<file path="config.mk">
export PLATFORM = sky130hd
export DESIGN_NAME = sil1c_top
export DESIGN_NICKNAME = d
export VERILOG_FILES = /design/src/design/sil1c_pkg.sv /design/src/design/sil1c_top.sv
export VERILOG_INCLUDE_DIRS = /design/src /design/src/design
export SDC_FILE = /design/constraint.sdc
export NUM_CORES = 1
export LEC_CHECK = 0
export ABC_AREA = 1
export BUFFER_PORTS_ARGS = -buffer_cell sky130_fd_sc_hd__buf_2
export CAP_MARGIN = 20
export CELL_PAD_IN_SITES_DETAIL_PLACEMENT = 0
export CELL_PAD_IN_SITES_GLOBAL_PLACEMENT = 1
export CORE_AREA = 2 2 141 143
export CTS_CLUSTER_SIZE = 16
export DETAILED_ROUTE_END_ITERATION = 7
export DIE_AREA = 0 0 143 145
export GPL_TIMING_DRIVEN = 0
export PLACE_DENSITY_LB_ADDON = 0.2
export SLEW_MARGIN = 20
export SYNTH_ARGS = -nofsm -noshare
export SYNTH_HDL_FRONTEND = slang
export SYNTH_SLANG_ARGS = --single-unit
</file>
<file path="constraint.sdc">
create_clock -name MCLK_I -period 3 [get_ports MCLK_I]
set_clock_uncertainty 0.15 [all_clocks]
set_input_delay 0.6 -clock MCLK_I [delete_from_list [all_inputs] [get_ports MCLK_I]]
set_output_delay 0.6 -clock MCLK_I [all_outputs]
set_load 0.1 [all_outputs]
</file>
<file path="src/design/sil1c_map.svh">
/*
  Register offsets, field positions, reset values, codes and timing figures
  of the S-interface layer 1 control block. Included by the top only.
*/
`ifndef SIL1C_MAP_SVH
`define SIL1C_MAP_SVH

`define SIL1C_CMD_OFS       5'h00
`define SIL1C_IND_OFS       5'h04
`define SIL1C_SQS_OFS       5'h08
`define SIL1C_SQX_OFS       5'h0C
`define SIL1C_DST_OFS       5'h10

`define SIL1C_SQS_LOCK_BIT  4
`define SIL1C_SQS_CHG_BIT   5
`define SIL1C_SQX_MFD_BIT   4
`define SIL1C_CMD_RST_VAL   4'h0
`define SIL1C_SQX_RST_VAL   5'h00

`define SIL1C_C_DDR         4'h0
`define SIL1C_C_RST         4'h1
`define SIL1C_C_SSP         4'h2
`define SIL1C_C_SCP         4'h3
`define SIL1C_C_ARD         4'h8
`define SIL1C_C_ACTIVATE_PRIO_HIGH_CMD        4'h9
`define SIL1C_C_DRA         4'hF

`define SIL1C_I_TI          4'h0
`define SIL1C_I_RESET_STATE_INDICATION        4'h1
`define SIL1C_I_RESYNC_INDICATION        4'h4
`define SIL1C_I_ACTIVATE_REQUEST_INDICATION        4'h8
`define SIL1C_I_AI8         4'hC
`define SIL1C_I_AI10        4'hD
`define SIL1C_I_DEACTIVATION_REQUEST_INDICATION        4'hF

`define SIL1C_CLK_HZ        50000000
`define SIL1C_INFO0_MS      16
`define SIL1C_TIMER2_MS     25
`define SIL1C_CONT_HZ       96000
`define SIL1C_SINGLE_US     250
`define SIL1C_LOSS_FRAMES   2
`define SIL1C_REGAIN_FRAMES 5
`define SIL1C_MF_FRAMES     20

`endif

</file>
<file path="src/design/sil1c_pkg.sv">
/*
  Types of the S-interface layer 1 control block.
  Assumes sil1c_map.svh is on the include path.
*/
package sil1c_pkg;
  typedef enum logic [1:0] {
    RX_INFO0 = 2'h0,
    RX_INFO1 = 2'h1,
    RX_INFO3 = 2'h2,
    RX_OTHER = 2'h3
  } sil1c_rx_info_type;

  typedef enum logic [1:0] {
    TX_INFO0 = 2'h0,
    TX_INFO2 = 2'h1,
    TX_INFO4 = 2'h2,
    TX_TEST  = 2'h3
  } sil1c_tx_info_type;

  typedef enum logic [7:0] {
    ST_G1_DEACT   = 8'h01,
    ST_G2_PEND    = 8'h02,
    ST_G3_ACT     = 8'h04,
    ST_G4_PDEACT  = 8'h08,
    ST_G4_AWAIT   = 8'h10,
    ST_TEST_CONT  = 8'h20,
    ST_TEST_SINGL = 8'h40,
    ST_RESET      = 8'h80
  } sil1c_state_type;

  typedef struct packed {
    logic              frame_stb;
    sil1c_rx_info_type info;
    logic              frame_ok;
    logic              fa_bit;
    logic              m_bit;
    logic              s_bit;
  } sil1c_line_rx_type;

  typedef struct packed {
    logic bit_stb;
    logic tx_active;
    logic tx_bit;
    logic echo_bit;
    logic prio_lower;
  } sil1c_dch_type;
endpackage

</file>
<file path="src/design/sil1c_top.sv">
/*
  Network-side layer 1 control: activation state machine, command and
  indication codes, D-channel collision and priority, frame alignment and
  S/Q multiframe handling, with AXI4-Lite registers.
  Assumes line inputs are decoded per frame and synchronous to MCLK_I.
*/
// Register access over AXI4-Lite and the placing of the registers were left to the implementer.
// Notes on behaviour
// - INFO1 or activate command: pend, send INFO2
// - INFO3 while pending: activated, send INFO4
// - sync lost when active: INFO2 until regained
// - deactivate: request after INFO0 16ms or timer2
// - deactivation acknowledge returns to deactivated
// - test modes: 96 kHz or 2 kHz pulses
// - commands 1000 activate, 0000 deactivate, 1111 ack
// - test commands 0011 continuous, 0010 single
// - command 0001 resets to pending-deact or reset state
// - indications 0100 resync, 1000 INFO1, 1100 sync
// - indications 1111 deact request, 0001 reset, 0000 test
// - collision stops D transmission, then watch echo
// - priority class via 1000 or 1001
// - activation indication 1100 or 1101 by class
// - one bad frame keeps alignment
// - FA bit mirrored even for bad frames
// - two consecutive bad frames lose alignment
// - alignment regained on fifth good frame
// - multiframe lock after 20 correct M frames
// - locked: store S1-S4, flag any change
// - locked: send Q1-Q4, otherwise mirror FA
// - control bit disables multiframe lock
// - command and indication codes held until replaced
`include "sil1c_map.svh"

module sil1c_top #(
  parameter int unsigned INFO0_CYC  = `SIL1C_INFO0_MS * (`SIL1C_CLK_HZ / 1000),
  parameter int unsigned TIMER2_CYC = `SIL1C_TIMER2_MS * (`SIL1C_CLK_HZ / 1000),
  parameter int unsigned GAP_CYC    = `SIL1C_SINGLE_US * (`SIL1C_CLK_HZ / 1000000)
) (
  input  wire logic                        MCLK_I,
  input  wire logic                        ARST_N_I,
  input  wire logic [4:0]                  AXI_AWADDR_I,
  input  wire logic                        AXI_AWVALID_I,
  output logic                             AXI_AWREADY_O,
  input  wire logic [31:0]                 AXI_WDATA_I,
  input  wire logic [3:0]                  AXI_WSTRB_I,
  input  wire logic                        AXI_WVALID_I,
  output logic                             AXI_WREADY_O,
  output logic [1:0]                       AXI_BRESP_O,
  output logic                             AXI_BVALID_O,
  input  wire logic                        AXI_BREADY_I,
  input  wire logic [4:0]                  AXI_ARADDR_I,
  input  wire logic                        AXI_ARVALID_I,
  output logic                             AXI_ARREADY_O,
  output logic [31:0]                      AXI_RDATA_O,
  output logic [1:0]                       AXI_RRESP_O,
  output logic                             AXI_RVALID_O,
  input  wire logic                        AXI_RREADY_I,
  input  wire sil1c_pkg::sil1c_line_rx_type LINE_RX_I,
  input  wire sil1c_pkg::sil1c_dch_type     DCH_I,
  output sil1c_pkg::sil1c_tx_info_type      TX_INFO_O,
  output logic                             TX_FA_O,
  output logic                             PULSE_POS_O,
  output logic                             PULSE_NEG_O,
  output logic                             D_TX_EN_O,
  output logic                             CLK_EN_O,
  output logic                             S_CHANGE_O
);
  import sil1c_pkg::*;

  localparam int unsigned BIT_CYC = `SIL1C_CLK_HZ / (2 * `SIL1C_CONT_HZ);

  function automatic logic q_slot(input logic [4:0] pos);
    q_slot = (pos == 5'd0) || (pos == 5'd5) || (pos == 5'd10) || (pos == 5'd15);
  endfunction

  function automatic logic [1:0] slot_idx(input logic [4:0] pos);
    slot_idx = 2'(pos / 5'd5);
  endfunction

  logic [3:0]        cmd_q;
  logic [3:0]        ind_q;
  logic [3:0]        ind_d;
  logic [3:0]        s_bits_q;
  logic              s_chg_q;
  logic [4:0]        sqx_q;
  logic              prio_hi_q;
  sil1c_state_type   state_q;
  sil1c_state_type   state_d;
  logic [31:0]       info0_cnt_q;
  logic [31:0]       t2_cnt_q;
  logic              align_q;
  logic [2:0]        bad_cnt_q;
  logic [2:0]        good_cnt_q;
  logic              mf_lock_q;
  logic [4:0]        mf_pos_q;
  logic [4:0]        mf_cnt_q;
  logic              d_block_q;
  logic [3:0]        ones_q;
  logic [13:0]       pcnt_q;
  logic              pol_q;
  logic              wr_go;
  logic              rd_go;
  logic              frame;
  logic [4:0]        pos_n;
  logic              m_exp;
  logic              s_capture;
  logic [3:0]        prio_need;

  // ---------------- AXI4-Lite slave ----------------
  assign wr_go         = AXI_AWVALID_I && AXI_WVALID_I && !AXI_BVALID_O;
  assign AXI_AWREADY_O = wr_go;
  assign AXI_WREADY_O  = wr_go;
  assign rd_go         = AXI_ARVALID_I && !AXI_RVALID_O;
  assign AXI_ARREADY_O = rd_go;

  always_ff @(posedge MCLK_I or negedge ARST_N_I) begin
    if (!ARST_N_I) begin
      AXI_BVALID_O <= 1'b0;
      AXI_BRESP_O  <= 2'h0;
    end else if (wr_go) begin
      AXI_BVALID_O <= 1'b1;
      AXI_BRESP_O  <= (AXI_AWADDR_I == `SIL1C_CMD_OFS || AXI_AWADDR_I == `SIL1C_SQS_OFS ||
                       AXI_AWADDR_I == `SIL1C_SQX_OFS) ? 2'h0 : 2'h2;
    end else if (AXI_BREADY_I) begin
      AXI_BVALID_O <= 1'b0;
    end
  end

  always_ff @(posedge MCLK_I or negedge ARST_N_I) begin
    if (!ARST_N_I) begin
      AXI_RVALID_O <= 1'b0;
      AXI_RRESP_O  <= 2'h0;
      AXI_RDATA_O  <= 32'h0;
    end else if (rd_go) begin
      AXI_RVALID_O <= 1'b1;
      AXI_RRESP_O  <= 2'h0;
      unique case (AXI_ARADDR_I)
        `SIL1C_CMD_OFS: AXI_RDATA_O <= {28'h0, cmd_q};
        `SIL1C_IND_OFS: AXI_RDATA_O <= {28'h0, ind_q};
        `SIL1C_SQS_OFS: AXI_RDATA_O <= {26'h0, s_chg_q, mf_lock_q, s_bits_q};
        `SIL1C_SQX_OFS: AXI_RDATA_O <= {27'h0, sqx_q};
        `SIL1C_DST_OFS: AXI_RDATA_O <= {29'h0, align_q, d_block_q, prio_hi_q};
        default: begin
          AXI_RDATA_O <= 32'h0;
          AXI_RRESP_O <= 2'h2;
        end
      endcase
    end else if (AXI_RREADY_I) begin
      AXI_RVALID_O <= 1'b0;
    end
  end

  // code stays until software writes another one
  always_ff @(posedge MCLK_I or negedge ARST_N_I) begin
    if (!ARST_N_I) begin
      cmd_q <= `SIL1C_CMD_RST_VAL;
    end else if (wr_go && AXI_AWADDR_I == `SIL1C_CMD_OFS && AXI_WSTRB_I[0]) begin
      cmd_q <= AXI_WDATA_I[3:0];
    end
  end

  always_ff @(posedge MCLK_I or negedge ARST_N_I) begin
    if (!ARST_N_I) begin
      sqx_q <= `SIL1C_SQX_RST_VAL;
    end else if (wr_go && AXI_AWADDR_I == `SIL1C_SQX_OFS && AXI_WSTRB_I[0]) begin
      sqx_q <= AXI_WDATA_I[4:0];
    end
  end

  // priority class follows the last activate command
  always_ff @(posedge MCLK_I or negedge ARST_N_I) begin
    if (!ARST_N_I) begin
      prio_hi_q <= 1'b0;
    end else if (cmd_q == `SIL1C_C_ARD) begin
      prio_hi_q <= 1'b0;
    end else if (cmd_q == `SIL1C_C_ACTIVATE_PRIO_HIGH_CMD) begin
      prio_hi_q <= 1'b1;
    end
  end

  // ---------------- activation state machine ----------------
  always_comb begin
    state_d = state_q;
    unique case (state_q)
      ST_G1_DEACT: begin
        if (cmd_q == `SIL1C_C_RST) state_d = ST_RESET;
        else if (cmd_q == `SIL1C_C_SCP) state_d = ST_TEST_CONT;
        else if (cmd_q == `SIL1C_C_SSP) state_d = ST_TEST_SINGL;
        else if (cmd_q == `SIL1C_C_ARD || cmd_q == `SIL1C_C_ACTIVATE_PRIO_HIGH_CMD ||
                 LINE_RX_I.info == RX_INFO1) state_d = ST_G2_PEND;
      end
      ST_G2_PEND: begin
        if (cmd_q == `SIL1C_C_RST) state_d = ST_G4_PDEACT;
        else if (cmd_q == `SIL1C_C_DDR) state_d = ST_G4_PDEACT;
        else if (LINE_RX_I.info == RX_INFO3 && align_q) state_d = ST_G3_ACT;
      end
      ST_G3_ACT: begin
        if (cmd_q == `SIL1C_C_RST || cmd_q == `SIL1C_C_DDR) state_d = ST_G4_PDEACT;
      end
      ST_G4_PDEACT: begin
        if (cmd_q == `SIL1C_C_RST) state_d = ST_RESET;
        else if ((LINE_RX_I.info == RX_INFO0 && info0_cnt_q >= INFO0_CYC - 1) ||
                 t2_cnt_q >= TIMER2_CYC - 1) state_d = ST_G4_AWAIT;
      end
      ST_G4_AWAIT: begin
        if (cmd_q == `SIL1C_C_RST) state_d = ST_RESET;
        else if (cmd_q == `SIL1C_C_DRA) state_d = ST_G1_DEACT;
      end
      ST_TEST_CONT: begin
        if (cmd_q != `SIL1C_C_SCP) state_d = ST_G1_DEACT;
      end
      ST_TEST_SINGL: begin
        if (cmd_q != `SIL1C_C_SSP) state_d = ST_G1_DEACT;
      end
      ST_RESET: begin
        if (cmd_q != `SIL1C_C_RST) state_d = ST_G1_DEACT;
      end
      default: state_d = ST_G1_DEACT;
    endcase
  end

  always_ff @(posedge MCLK_I or negedge ARST_N_I) begin
    if (!ARST_N_I) state_q <= ST_G1_DEACT;
    else state_q <= state_d;
  end

  // both deactivation timers start fresh on entry to pending deactivation
  always_ff @(posedge MCLK_I or negedge ARST_N_I) begin
    if (!ARST_N_I) begin
      info0_cnt_q <= 32'h0;
      t2_cnt_q    <= 32'h0;
    end else if (state_q != ST_G4_PDEACT) begin
      info0_cnt_q <= 32'h0;
      t2_cnt_q    <= 32'h0;
    end else begin
      t2_cnt_q    <= t2_cnt_q + 32'h1;
      info0_cnt_q <= (LINE_RX_I.info == RX_INFO0) ? info0_cnt_q + 32'h1 : 32'h0;
    end
  end

  always_comb begin
    ind_d = `SIL1C_I_DEACTIVATION_REQUEST_INDICATION;
    unique case (state_q)
      ST_G2_PEND: ind_d = (LINE_RX_I.info == RX_INFO1) ? `SIL1C_I_ACTIVATE_REQUEST_INDICATION : `SIL1C_I_RESYNC_INDICATION;
      ST_G3_ACT: begin
        if (!align_q) ind_d = `SIL1C_I_RESYNC_INDICATION;
        else ind_d = prio_hi_q ? `SIL1C_I_AI10 : `SIL1C_I_AI8;
      end
      ST_G4_PDEACT: ind_d = `SIL1C_I_RESYNC_INDICATION;
      ST_TEST_CONT, ST_TEST_SINGL: ind_d = `SIL1C_I_TI;
      ST_RESET: ind_d = `SIL1C_I_RESET_STATE_INDICATION;
      default: ind_d = `SIL1C_I_DEACTIVATION_REQUEST_INDICATION;
    endcase
  end

  always_ff @(posedge MCLK_I or negedge ARST_N_I) begin
    if (!ARST_N_I) ind_q <= `SIL1C_I_DEACTIVATION_REQUEST_INDICATION;
    else ind_q <= ind_d;
  end

  // G1 held by the deactivate command stops the internal clocks
  always_ff @(posedge MCLK_I or negedge ARST_N_I) begin
    if (!ARST_N_I) begin
      TX_INFO_O <= TX_INFO0;
      CLK_EN_O  <= 1'b0;
    end else begin
      CLK_EN_O <= !(state_d == ST_G1_DEACT && cmd_q == `SIL1C_C_DDR);
      unique case (state_d)
        ST_G2_PEND: TX_INFO_O <= TX_INFO2;
        ST_G3_ACT: TX_INFO_O <= align_q ? TX_INFO4 : TX_INFO2;
        ST_TEST_CONT, ST_TEST_SINGL: TX_INFO_O <= TX_TEST;
        default: TX_INFO_O <= TX_INFO0;
      endcase
    end
  end

  // ---------------- test pulses ----------------
  always_ff @(posedge MCLK_I or negedge ARST_N_I) begin
    if (!ARST_N_I) begin
      pcnt_q      <= 14'h0;
      pol_q       <= 1'b0;
      PULSE_POS_O <= 1'b0;
      PULSE_NEG_O <= 1'b0;
    end else if (state_q == ST_TEST_CONT) begin
      pcnt_q      <= (pcnt_q == 14'(BIT_CYC - 1)) ? 14'h0 : pcnt_q + 14'h1;
      pol_q       <= (pcnt_q == 14'(BIT_CYC - 1)) ? !pol_q : pol_q;
      PULSE_POS_O <= !pol_q;
      PULSE_NEG_O <= pol_q;
    end else if (state_q == ST_TEST_SINGL) begin
      pcnt_q      <= (pcnt_q == 14'(GAP_CYC - 1)) ? 14'h0 : pcnt_q + 14'h1;
      pol_q       <= (pcnt_q == 14'(GAP_CYC - 1)) ? !pol_q : pol_q;
      PULSE_POS_O <= (pcnt_q < 14'(BIT_CYC)) && !pol_q;
      PULSE_NEG_O <= (pcnt_q < 14'(BIT_CYC)) && pol_q;
    end else begin
      pcnt_q      <= 14'h0;
      PULSE_POS_O <= 1'b0;
      PULSE_NEG_O <= 1'b0;
    end
  end

  // ---------------- D channel access ----------------
  assign prio_need = (prio_hi_q ? 4'hA : 4'h8) + {3'h0, DCH_I.prio_lower};

  always_ff @(posedge MCLK_I or negedge ARST_N_I) begin
    if (!ARST_N_I) begin
      d_block_q <= 1'b0;
      ones_q    <= 4'h0;
    end else if (DCH_I.bit_stb) begin
      if (DCH_I.tx_active && !d_block_q && DCH_I.tx_bit != DCH_I.echo_bit) begin
        d_block_q <= 1'b1;
        ones_q    <= 4'h0;
      end else if (d_block_q) begin
        ones_q    <= DCH_I.echo_bit ? ones_q + 4'h1 : 4'h0;
        d_block_q <= !(DCH_I.echo_bit && ones_q + 4'h1 >= prio_need);
      end
    end
  end

  // a collision cuts transmission in the same cycle
  assign D_TX_EN_O = !d_block_q &&
                     !(DCH_I.bit_stb && DCH_I.tx_active && DCH_I.tx_bit != DCH_I.echo_bit);

  // ---------------- frame alignment ----------------
  assign frame = LINE_RX_I.frame_stb;

  always_ff @(posedge MCLK_I or negedge ARST_N_I) begin
    if (!ARST_N_I) begin
      align_q    <= 1'b0;
      bad_cnt_q  <= 3'h0;
      good_cnt_q <= 3'h0;
    end else if (frame) begin
      if (align_q) begin
        bad_cnt_q <= LINE_RX_I.frame_ok ? 3'h0 : bad_cnt_q + 3'h1;
        if (!LINE_RX_I.frame_ok && bad_cnt_q == 3'(`SIL1C_LOSS_FRAMES - 1)) begin
          align_q    <= 1'b0;
          good_cnt_q <= 3'h0;
        end
      end else begin
        good_cnt_q <= LINE_RX_I.frame_ok ? good_cnt_q + 3'h1 : 3'h0;
        if (LINE_RX_I.frame_ok && good_cnt_q == 3'(`SIL1C_REGAIN_FRAMES - 1)) begin
          align_q   <= 1'b1;
          bad_cnt_q <= 3'h0;
        end
      end
    end
  end

  // ---------------- multiframe ----------------
  assign pos_n     = (mf_pos_q == 5'(`SIL1C_MF_FRAMES - 1)) ? 5'h0 : mf_pos_q + 5'h1;
  assign m_exp     = (pos_n == 5'h0);
  assign s_capture = frame && mf_lock_q && q_slot(pos_n);

  always_ff @(posedge MCLK_I or negedge ARST_N_I) begin
    if (!ARST_N_I) begin
      mf_lock_q <= 1'b0;
      mf_pos_q  <= 5'h0;
      mf_cnt_q  <= 5'h0;
    end else if (sqx_q[`SIL1C_SQX_MFD_BIT]) begin
      mf_lock_q <= 1'b0;
      mf_cnt_q  <= 5'h0;
    end else if (frame) begin
      if (mf_cnt_q != 5'h0 && LINE_RX_I.m_bit == m_exp) begin
        mf_pos_q <= pos_n;
        if (mf_cnt_q == 5'(`SIL1C_MF_FRAMES - 1)) mf_lock_q <= 1'b1;
        if (mf_cnt_q != 5'(`SIL1C_MF_FRAMES)) mf_cnt_q <= mf_cnt_q + 5'h1;
      end else begin
        mf_lock_q <= 1'b0;
        mf_pos_q  <= 5'h0;
        mf_cnt_q  <= LINE_RX_I.m_bit ? 5'h1 : 5'h0;
      end
    end
  end

  // the change flag set beats a software clear in the same cycle
  always_ff @(posedge MCLK_I or negedge ARST_N_I) begin
    if (!ARST_N_I) begin
      s_bits_q   <= 4'h0;
      s_chg_q    <= 1'b0;
      S_CHANGE_O <= 1'b0;
    end else begin
      S_CHANGE_O <= s_capture && (s_bits_q[slot_idx(pos_n)] != LINE_RX_I.s_bit);
      if (s_capture) s_bits_q[slot_idx(pos_n)] <= LINE_RX_I.s_bit;
      if (s_capture && s_bits_q[slot_idx(pos_n)] != LINE_RX_I.s_bit) s_chg_q <= 1'b1;
      else if (wr_go && AXI_AWADDR_I == `SIL1C_SQS_OFS && AXI_WDATA_I[`SIL1C_SQS_CHG_BIT])
        s_chg_q <= 1'b0;
    end
  end

  // FA of the outgoing frame is decided at the incoming frame strobe
  always_ff @(posedge MCLK_I or negedge ARST_N_I) begin
    if (!ARST_N_I) TX_FA_O <= 1'b0;
    else if (frame) begin
      if (mf_lock_q && LINE_RX_I.m_bit == m_exp && q_slot(pos_n))
        TX_FA_O <= sqx_q[slot_idx(pos_n)];
      else TX_FA_O <= LINE_RX_I.fa_bit;
    end
  end

  // ---------------- checks ----------------
  a_pend_sends_info2: assert property (@(posedge MCLK_I) disable iff (!ARST_N_I)
    state_q == ST_G1_DEACT && cmd_q == `SIL1C_C_ARD |=> TX_INFO_O == TX_INFO2)
    else $error("activate command did not start INFO2");
  a_act_sends_info4: assert property (@(posedge MCLK_I) disable iff (!ARST_N_I)
    state_q == ST_G2_PEND && LINE_RX_I.info == RX_INFO3 && align_q && cmd_q == `SIL1C_C_ARD
    |=> state_q == ST_G3_ACT && TX_INFO_O == TX_INFO4)
    else $error("INFO3 did not activate with INFO4");
  a_lost_sync_info2: assert property (@(posedge MCLK_I) disable iff (!ARST_N_I)
    state_q == ST_G3_ACT && $fell(align_q) && cmd_q != `SIL1C_C_DDR && cmd_q != `SIL1C_C_RST
    |=> TX_INFO_O == TX_INFO2)
    else $error("INFO4 kept after sync loss");
  a_deact_request: assert property (@(posedge MCLK_I) disable iff (!ARST_N_I)
    state_q == ST_G4_PDEACT && cmd_q == `SIL1C_C_DDR && t2_cnt_q == TIMER2_CYC - 1
    |=> state_q == ST_G4_AWAIT ##1 ind_q == `SIL1C_I_DEACTIVATION_REQUEST_INDICATION)
    else $error("timer2 expiry gave no deactivation request");
  a_ack_returns: assert property (@(posedge MCLK_I) disable iff (!ARST_N_I)
    state_q == ST_G4_AWAIT && cmd_q == `SIL1C_C_DRA |=> state_q == ST_G1_DEACT)
    else $error("acknowledge did not return to deactivated");
  a_cont_pulses: assert property (@(posedge MCLK_I) disable iff (!ARST_N_I)
    state_q == ST_TEST_CONT [*3] |-> PULSE_POS_O != PULSE_NEG_O)
    else $error("continuous pulses missing");
  a_reset_ind: assert property (@(posedge MCLK_I) disable iff (!ARST_N_I)
    state_q == ST_RESET && $past(state_q) == ST_RESET |-> ind_q == `SIL1C_I_RESET_STATE_INDICATION)
    else $error("reset indication wrong");
  a_collision_stop: assert property (@(posedge MCLK_I) disable iff (!ARST_N_I)
    DCH_I.bit_stb && DCH_I.tx_active && DCH_I.tx_bit != DCH_I.echo_bit
    |-> !D_TX_EN_O ##1 !D_TX_EN_O)
    else $error("collision did not stop D transmission");
  a_align_loss: assert property (@(posedge MCLK_I) disable iff (!ARST_N_I)
    align_q && frame && !LINE_RX_I.frame_ok && bad_cnt_q == 3'h1 |=> !align_q)
    else $error("second bad frame kept alignment");
  a_align_keep: assert property (@(posedge MCLK_I) disable iff (!ARST_N_I)
    align_q && frame && !LINE_RX_I.frame_ok && bad_cnt_q == 3'h0 |=> align_q)
    else $error("single bad frame lost alignment");
  a_align_regain: assert property (@(posedge MCLK_I) disable iff (!ARST_N_I)
    !align_q && frame && LINE_RX_I.frame_ok && good_cnt_q == 3'h4 |=> align_q)
    else $error("fifth good frame did not regain");
  a_mf_disable: assert property (@(posedge MCLK_I) disable iff (!ARST_N_I)
    sqx_q[`SIL1C_SQX_MFD_BIT] |=> !mf_lock_q)
    else $error("multiframe locked while disabled");
  a_fa_mirror: assert property (@(posedge MCLK_I) disable iff (!ARST_N_I)
    frame && !mf_lock_q |=> TX_FA_O == $past(LINE_RX_I.fa_bit))
    else $error("FA not mirrored while unlocked");
endmodule

</file>
# == After elaboration in Yosys (flattened, before gate mapping) ==
# Cells that the tools add are included.
# W data, S select, Z words.
# op_classes
bitwise_logic,1
n_addsub,9
n_eq_ne,48
n_reduce_logical,71
n_mux,82
div,1
magnitude_cmp,7
# op_table
cell,n
$mux W8,15
$mux W32,3
$add A32 B1 Y32 const B,2
$pmux W8 S8,1
$mux W14,4
$ge A32 B20 Y1 const B,1
$ge A32 B21 Y1 const B,1
$mux W1,31
$eq A5 B4 Y1 const B,6
$mux W5,6
$pmux W6 S5,1
$logic_and A1 B1 Y1,29
$mux W4,5
$pmux W4 S5,1
$mux W3,6
$reduce_bool A2 Y1,9
$eq A8 B1 Y1 const B,2
$eq A8 B2 Y1 const B,2
$eq A8 B3 Y1 const B,2
$eq A8 B6 Y1 const B,2
$eq A8 B7 Y1 const B,2
$eq A5 B5 Y1 const B,3
$logic_not A5 Y1,3
$add A14 B1 Y14 const B,1
other kinds (46),81
# word_totals
in_bits,65
wordCells,249
output_inout_bits,49
regBits,174

# == Depth between registers and ports, before layout ==
# Gate-level depths: netlist of the first run.
# logic_depth
ltp_word,11
mapped_depth,19
mapped_depth_nobuf,19

# == Worst setup path before layout of the first run ==
# OpenSTA, ideal clock, no wires.
# synth_timing
kind,register -> output
from,register AXI_BVALID_O
to,output AXI_WREADY_O
path_slack_ps,160
path_stages_with_launch,5
required_time_ps,2250
arrival_ps,2090
path_cell_list,dfrtp_1 inv_1 nand3_1 inv_1 buf_4
# synth_via
elab_chain_cells,2
# synth_rtl
item,line_no,text
from (decl),sil1c_top.sv:49,"output logic AXI_BVALID_O,"
from (signal assigned),sil1c_top.sv:118,AXI_BVALID_O <= 1'b0;
from (signal assigned),sil1c_top.sv:121,AXI_BVALID_O <= 1'b1;
from (signal assigned),sil1c_top.sv:125,AXI_BVALID_O <= 1'b0;
$logic_not A1 Y1,sil1c_top.sv:110,assign wr_go = AXI_AWVALID_I && AXI_WVALID_I && !AXI_BVALID_O;
$logic_and A1 B1 Y1,sil1c_top.sv:110,
to (decl),sil1c_top.sv:47,"output logic AXI_WREADY_O,"
# No other way between the ends.

# == Worst setup path after layout of the first run ==
# layout_timing
from,register state_q[2]
to,register pcnt_q[3]
# layout_via
elab_chain_cells,3
# layout_rtl
item,line_no,text
from (decl),sil1c_top.sv:87,sil1c_state_type state_q;
from (signal assigned),sil1c_top.sv:224,else state_q <= state_d;
$eq A8 B7 Y1,sil1c_top.sv:289,end else if (state_q == ST_TEST_SINGL) begin
$mux W14,sil1c_top.sv:289,
$mux W14 (*),sil1c_top.sv:284,end else if (state_q == ST_TEST_CONT) begin
to (signal assigned),sil1c_top.sv:285,pcnt_q <= (pcnt_q == 14'(BIT_CYC - 1)) ? 14'h0 : pcnt_q + 14'h1;
to (signal assigned),sil1c_top.sv:290,pcnt_q <= (pcnt_q == 14'(GAP_CYC - 1)) ? 14'h0 : pcnt_q + 14'h1;
to (decl),sil1c_top.sv:99,logic [13:0] pcnt_q;
# Every way passes the cells marked *; elsewhere a longest branch is shown, timed or not.
# A chain may end at the register's enable or synchronous reset.

==> results of run 1 <==
## worst paths after layout
path	endpoint	slack [ns]	cells after the start
worst max register to register	pcnt_q[3]	0.32	9
worst min register to register	PULSE_POS_O	0.27	1
min in group asynchronous	mf_pos_q[0]	0.55	2
max in group asynchronous	state_q[4]	1.35	3
worst min-delay path	AXI_BVALID_O	0.20	2
worst max-delay path	pcnt_q[3]	0.32	9
## routing by layer
metal	track usage [%]	vias to the layer above
met2	29.0	95
met3	3.40	13
met5	0	-
met1	23.7	3078
met4	5.64	0
li1	-	3552
## power breakdown
group          switching (mW)  leakage (nW)  total, mW  internal, mW
Clock                   0.854         0.301       2.29          1.43
Combinational           0.851          2.25       1.12         0.272
Sequential             0.0789          1.97       2.20          2.12
Total                    1.78          4.52       5.61          3.83
## synthesized netlist by cell type (all sizes together), types with 2 or more instances
cell,number,area (µm²)
o2111ai,6,52.6
o21ai,78,390
a221oi,3,26.3
a21oi,55,275
nor2,136,593
dfrtp,141,3530
nor3b,8,60.1
xnor2,4,35.0
clkbuf,5,18.8
nand3b,2,15.0
or2,2,12.5
o41ai,3,26.3
o22ai,3,18.8
nand2,171,669
a41oi,2,17.5
nand3,64,330
o21a,5,37.5
xor2,11,96.3
inv,170,638
dfstp,5,131
buf,30,223
o31ai,3,22.5
nand4,29,230
nor4,17,121
nor3,29,171
a31oi,14,103
o211ai,3,22.5
ha,17,213
## layout make-up
type	instances	share of cell area, %
Timing Repair Buffer	58	3.44
Inverter	171	6.73
Sequential cell	146	38.4
Clock buffer	19	4.75
Multi-Input combinational cell	699	38.8
Clock inverter	13	1.92
Tap cell	265	3.48
Buffer	35	2.53
## cell usage in the layout (no fill, tap or decap), types with 8 or more instances in the layout
cell type	netlist	layout
inv_1	169	169
nand2_1	160	160
dfrtp_1	141	141
nor2_1	119	118
o21ai_0	75	75
nand3_1	62	62
buf_2	1	56
a21oi_1	55	55
buf_4	29	29
conb_1	1	28
nor3_1	25	25
nand4_1	24	24
ha_1	17	17
clkbuf_16	0	17
nor4_1	16	16
a31oi_1	13	13
nand2_2	11	11
xor2_1	11	11
nor2_2	9	10
nor2_4	8	8
nor3b_1	8	8
## logic make-up after synthesis
kind of cell	after synthesis	share of synthesized area, %
XOR/XNOR	15	1.61
adder cells (fa/ha/maj)	17	2.61
multiplexers	1	0.123
other	1	0.0461
flip-flops	146	45.0
AO/OA/AOI/OAI	179	12.6
AND/OR/NAND/NOR	459	27.2
buffers and inverters	206	10.9
## critical path: stages, from the launching register on
cell and delay (ns):
dfrtp_1 0.43, nor2_1 0.14, inv_1 0.07, nor2_1 0.21
nand4_1 0.22, inv_1 0.19, nor2_1 0.10, nor2_1 0.38
clkinv_1 0.40, nor3b_1 0.28
## timing repair
action                                  4_1_cts  5_1_grt
hold buffers                                  1        0
endpoints found under the setup margin        0        1
endpoints found under the hold margin        57        0
resized for setup                             0        1
## flip-flops by register name, summed over array words and instances, names as in the netlist, 2 cells and up
name	cells
AXI_RDATA_O	6
info0_cnt_q	32
good_cnt_q	3
sqx_q	5
mf_cnt_q	5
cmd_q	4
t2_cnt_q	32
ones_q	4
TX_INFO_O	2
state_q	8
ind_q	4
mf_pos_q	5
s_bits_q	4
pcnt_q	14
bad_cnt_q	3
## per-stage QoR
step,instances,TNS [ns],area [µm²]
CTS,1406,0,9530
floorplan,1051,0,8240
finish,1406,0,9540
global placement,1372,-155.38,8850
detailed placement,1373,0,8890
global route,1406,0,9540
==> flow_summary.ini, run 1 <==
[final_layout]
diodes = 0
drive_above_1_share_pct = 14.9
area_delta_synth_final_pct = 17.2
multiInputGateArea_mm2 = 0.00370
nets = 1210
regArea_mm2 = 0.00366
postLayoutCoreUtil_pct = 49.7
fillers = 1879

[logic_synthesis]
synth_edf_count = 0
syn_inst = 1024
synth_warnings = 0
synthArstFlopShare_pct = 100
synth_area_per_cell_um2 = 7.95
yosys.cell_types.count = 49
yosysSeqAreaShare_pct = 45.0
ys_ff_latch = 146
ys.flop_type = dfrtp_1
netlist_area_mm2 = 0.00814

[drt]
wl_met2_mm = 7.97
wl_per_cell_um = 12.3
drt_iter0_markers = 299
vias_per_cell = 4.79
drt_first_pass_iters = 5
num_vias = 6738
wl_met1_mm = 8.56
wl_mm = 17.3
top_layer_used = met4
route.met3.wl_um = 567
ant_nets = 0
drc = 0

[clock_tree]
numCtsBuffers = 17
clkLatencyLatePin_ns = 0.43
cts_sinks = 146
root_buffer = clkbuf_16
cts_tree = done
postCtsSetupBuffers = 0
cts_buffer_depth = 2
clkTransAtPathRegs_ns = 0.06
htreeDepth = 4

[global_route]
grt_pass1_vias = 6361
grt_pass1_wl_mm = 29.9
antenna_found_initial = 0
grt_overflow = 0
grt_max_degree = 85
grt_use_total_pct = 17.8

[placement]
place_congestion = 0.826
io_buffers = 56
post-dp-hpwl_mm = 12.5
place_ws_ns = 0.303

[sta]
drv_slew = 0
timing.slew.headroom_pct = 52.3
setup_violations = 0
hold_violations = 0
finalHoldWorstSlack_ns = 0.202
rsz0062_at_grt = no
tightest_slew_ns = 0.709
fmax_mhz = 374
fin_crit_ns = 2.68
fin_ws_ns = 0.324
period_share_pct = 89.2

[setup_path]
startpoint = state_q[2]
cp.arrival_ns = 2.86
critPathLaunchType = flip-flop
cp-end-kind = flip-flop
critical_path_class = reg -> reg
cp_data_required_time_ns = 3.18
cp_max_fo = 9
r2r-start = state_q[2]

[outcome]
status = finished clean

[job]
drv_cap = 0

[floorplan]
dieHeight_um = 145
die_x_um = 143
coreArea_mm2 = 0.0192
start_util_pct = 42.4
row_count = 51
pin_count = 114
die-area_mm2 = 0.0207

[pwr]
power_density_mw_per_mm2 = 588
total_power_mw = 5.61
ir_drop_v = 0.000426
p_leak_nw = 4.52

[hold_path]
hp-class = in -> reg
worstHoldStart = AXI_BREADY_I
No activity file was read; power rests on OpenSTA's default activity.
==> run 2, diff against run 1 <==
--- a/config.mk
+++ b/config.mk
@@ -6,15 +6,15 @@
 export SDC_FILE = /design/constraint.sdc
 export NUM_CORES = 1
 export LEC_CHECK = 0
-export ABC_AREA = 1
+export ABC_AREA = 0
 export BUFFER_PORTS_ARGS = -buffer_cell sky130_fd_sc_hd__buf_2
 export CAP_MARGIN = 20
 export CELL_PAD_IN_SITES_DETAIL_PLACEMENT = 0
 export CELL_PAD_IN_SITES_GLOBAL_PLACEMENT = 1
-export CORE_AREA = 2 2 141 143
+export CORE_AREA = 2 2 140 142
 export CTS_CLUSTER_SIZE = 16
 export DETAILED_ROUTE_END_ITERATION = 7
-export DIE_AREA = 0 0 143 145
+export DIE_AREA = 0 0 142 144
 export GPL_TIMING_DRIVEN = 0
 export PLACE_DENSITY_LB_ADDON = 0.2
 export SLEW_MARGIN = 20
==> constraint.sdc (replaced) <==
create_clock -name MCLK_I -period 2.49 [get_ports MCLK_I]
set_clock_uncertainty 0.15 [all_clocks]
set_input_delay 0.498 -clock MCLK_I [delete_from_list [all_inputs] [get_ports MCLK_I]]
set_output_delay 0.498 -clock MCLK_I [all_outputs]
set_load 0.1 [all_outputs]
==> run 2 against run 1 <==
Effect of this change:
- register-to-register slack lost 0.33 ns
- via count increased by 1.9%
- global-route usage rose by 2.0 points
- critical path depth fell by 2
- critical path type unchanged
- non-clock buffer count rose by 37
- critical endpoint is now s_chg_q
- the flow now finishes with violations (negative setup slack)
- worst hold slack worse by 0.11 ns
- count of clock-buffer cells in the layout is the same
- clock power grew 10%
- combinational power increased by 45%
- synthesized cell count decreased by 11%
- fmax grew 7.4%
- highest routed layer unchanged
- first-iteration DRC count grew 65%
==> flow_summary.ini, run 2 <==
[outcome]
violations = negative setup slack
status = finished, violations left

[clock_tree]
htreeDepth = 4
cts_tree = done
clkLatencyLatePin_ns = 0.42
root_buffer = clkbuf_16
cts_buffer_depth = 2
numCtsBuffers = 17
clkTransAtPathRegs_ns = 0.06
cts_sinks = 146

[setup_path]
critical_path_class = reg -> reg
path_delay_family = simple AND/OR/NAND/NOR gates
crit_buf_inv = 1
critPathLaunchType = flip-flop
cp.arrival_ns = 2.68
cp_max_fo = 10
cp_data_required_time_ns = 2.68
cp-end-kind = flip-flop
critPathMaxStageDelay_ns = 0.53
path_cells = ha_4 -> buf_4 -> and4bb_1 -> o21a_1 -> a32o_2 -> or4_4 -> o211ai_1
critical_path.slowest_cell = or4_4

[floorplan]
die_x_um = 142
coreArea_mm2 = 0.0191
die-area_mm2 = 0.0204
dieHeight_um = 144
start_util_pct = 43.9
pin_count = 114
row_count = 51

[final_layout]
nets = 1116
instances_no_fill = 1286
top_regs = info0_cnt_q (32), t2_cnt_q (32), pcnt_q (14)
regArea_mm2 = 0.00367
layout_commonest_cell = dfrtp_1
fillers = 1761
multiInputGateArea_mm2 = 0.00459
mostFrequentLayoutCells = dfrtp_1, nor2_1, nand2_1, buf_2, o21ai_0
area_delta_synth_final_pct = 20.3
drive_above_1_share_pct = 20.5

[drt]
ant_nets = 0
wl_per_cell_um = 15.1
num_vias = 6867
drt_first_pass_iters = 5
wl_mm = 19.5
vias_per_cell = 5.34
drc = 0
drt_iter0_markers = 493

[sta]
rsz0062_at_grt = yes
drv_slew = 0
fmax_mhz = 401
timing.slew.headroom_pct = 50.4
hold_violations = 0
fin_ws_ns = -0.00173
tightest_slew_ns = 0.738
setup_violations = 1
fin_crit_ns = 2.49
fin_tns_setup_ns = -0.00173
period_share_pct = 100

[logic_synthesis]
synth_warnings = 0
synth-compound-area-share_pct = 13.4
synthTopCellsByArea = dfrtp_1, xor2_1, nor2_1
synth_adder_area_share_pct = 2.54
synth_common_cells = dfrtp_1, nor2_1, nand2_1, o21ai_0, xor2_1
syn_inst = 915
synth_top_family_by_area = simple AND/OR/NAND/NOR gates
synthArstFlopShare_pct = 100
yosys.cell_types.count = 75
ys_ff_latch = 146
ys.flop_type = dfrtp_1
netlist_area_mm2 = 0.00838
yosys.area_share.xor_xnor_pct = 8.89
yosys.area_share.simple_pct = 23.1
synth.most_common_cell = dfrtp_1
netlist.area_leader.share_pct = 42.1
synth_largest_area_cell = dfrtp_1
synth_edf_count = 0
synth_mux_area_share_pct = 2.51
synth_area_per_cell_um2 = 9.16
yosysSeqAreaShare_pct = 43.7

[placement]
place_inst = 1237
post-dp-hpwl_mm = 13.4
io_buffers = 56
place_ws_ns = -0.424
place_congestion = 0.853

[pwr]
p_leak_nw = 4.36
power_density_mw_per_mm2 = 675
ir_drop_v = 0.000485
total_power_mw = 6.80

[global_route]
grt_pass1_vias = 6537
antenna_found_initial = 1
grt_max_degree = 78
grt_overflow = 0
grt_pass1_wl_mm = 32.4
grt_use_total_pct = 19.8

[hold_path]
hp-class = in -> reg

[job]
drv_cap = 0
-- run 2: changes by cell type in the layout (fill, tap and decap cells not counted), sizes merged, moves of 16 or more --
cell / change
inv: -133
nand2: -94
xor2: +39
a21oi: -30
nor2: -28
xnor2: +28
buf: +22
o21ai: -22
and3: +19
mux2: +16
nand2b: +16
-- run 2: cells by family (layout without fill, tap and decap cells) --
| kind of cell | after synthesis | count (layout) |
|---|---|---|
| compound gates | 168 | 168 |
| xor+xnor | 82 | 82 |
| fa+ha+maj | 17 | 17 |
| buf+inv | 95 | 199 |
| flops | 146 | 146 |
| mux | 19 | 19 |
| other cells | 1 | 30 |
| simple gates | 387 | 387 |
-- run 2: worst reg2reg max path, stage by stage, from the launching register on --
cell and delay [ns]:
dfrtp_2 0.45, ha_4 0.20, buf_4 0.17, and4bb_1 0.22, o21a_1 0.23, a32o_2 0.30
or4_4 0.53, o211ai_1 0.16
-- run 2: final timing paths --
check	start	end	slack [ns]	cells past startpoint
max	mf_pos_q[0]	s_chg_q	-0.002	7
min	AXI_RREADY_I	AXI_RVALID_O	0.09	2
max reg2reg	mf_pos_q[0]	s_chg_q	-0.002	7
min reg2reg	info0_cnt_q[0]	info0_cnt_q[0]	0.33	1
max in group asynchronous	ARST_N_I	ind_q[3]	0.90	3
min in group asynchronous	ARST_N_I	AXI_RDATA_O[5]	0.51	2
-- run 2: stage by stage --
step                util (%)  hold WS (ns)  cell area, µm²
detailed placement      47.9         0.313            9130
floorplan                  -        0.0524            8520
finish                  52.8        0.0924           10100
global placement        47.7         0.308            9100
CTS                     52.1        0.0741            9940
global route            52.8        0.0934           10100
-- run 2: report_power, final --
part / internal, mW / switching [mW] / total [mW] / leakage [nW]
clock network: 1.48 / 1.05 / 2.52 / 0.278
logic: 0.504 / 1.12 / 1.62 / 2.10
registers: 2.53 / 0.129 / 2.66 / 1.98
-- run 2: timing repair --
item,4_1_cts,5_1_grt
setup buffers,12,4
hold endpoints to repair,73,0
hold buffers,1,0
gates resized for setup,24,23
endpoints found under the setup margin,50,44
pin swaps,9,8
-- run 2: layer usage --
metal	global-route usage [%]	routed length (µm)
met3	3.94	634
met1	26.8	9340
met4	7.37	320
met5	0	0
met2	31.6	9180
-- run 2: final cells by class --
type	instances	share of cell area (%)
Tap cell	238	2.95
Buffer	56	3.55
Inverter	38	1.49
Clock buffer	19	4.29
Sequential cell	146	36.4
Timing Repair Buffer	74	4.44
Clock inverter	12	1.34
Antenna cell	2	0.0497
Multi-Input combinational cell	701	45.5
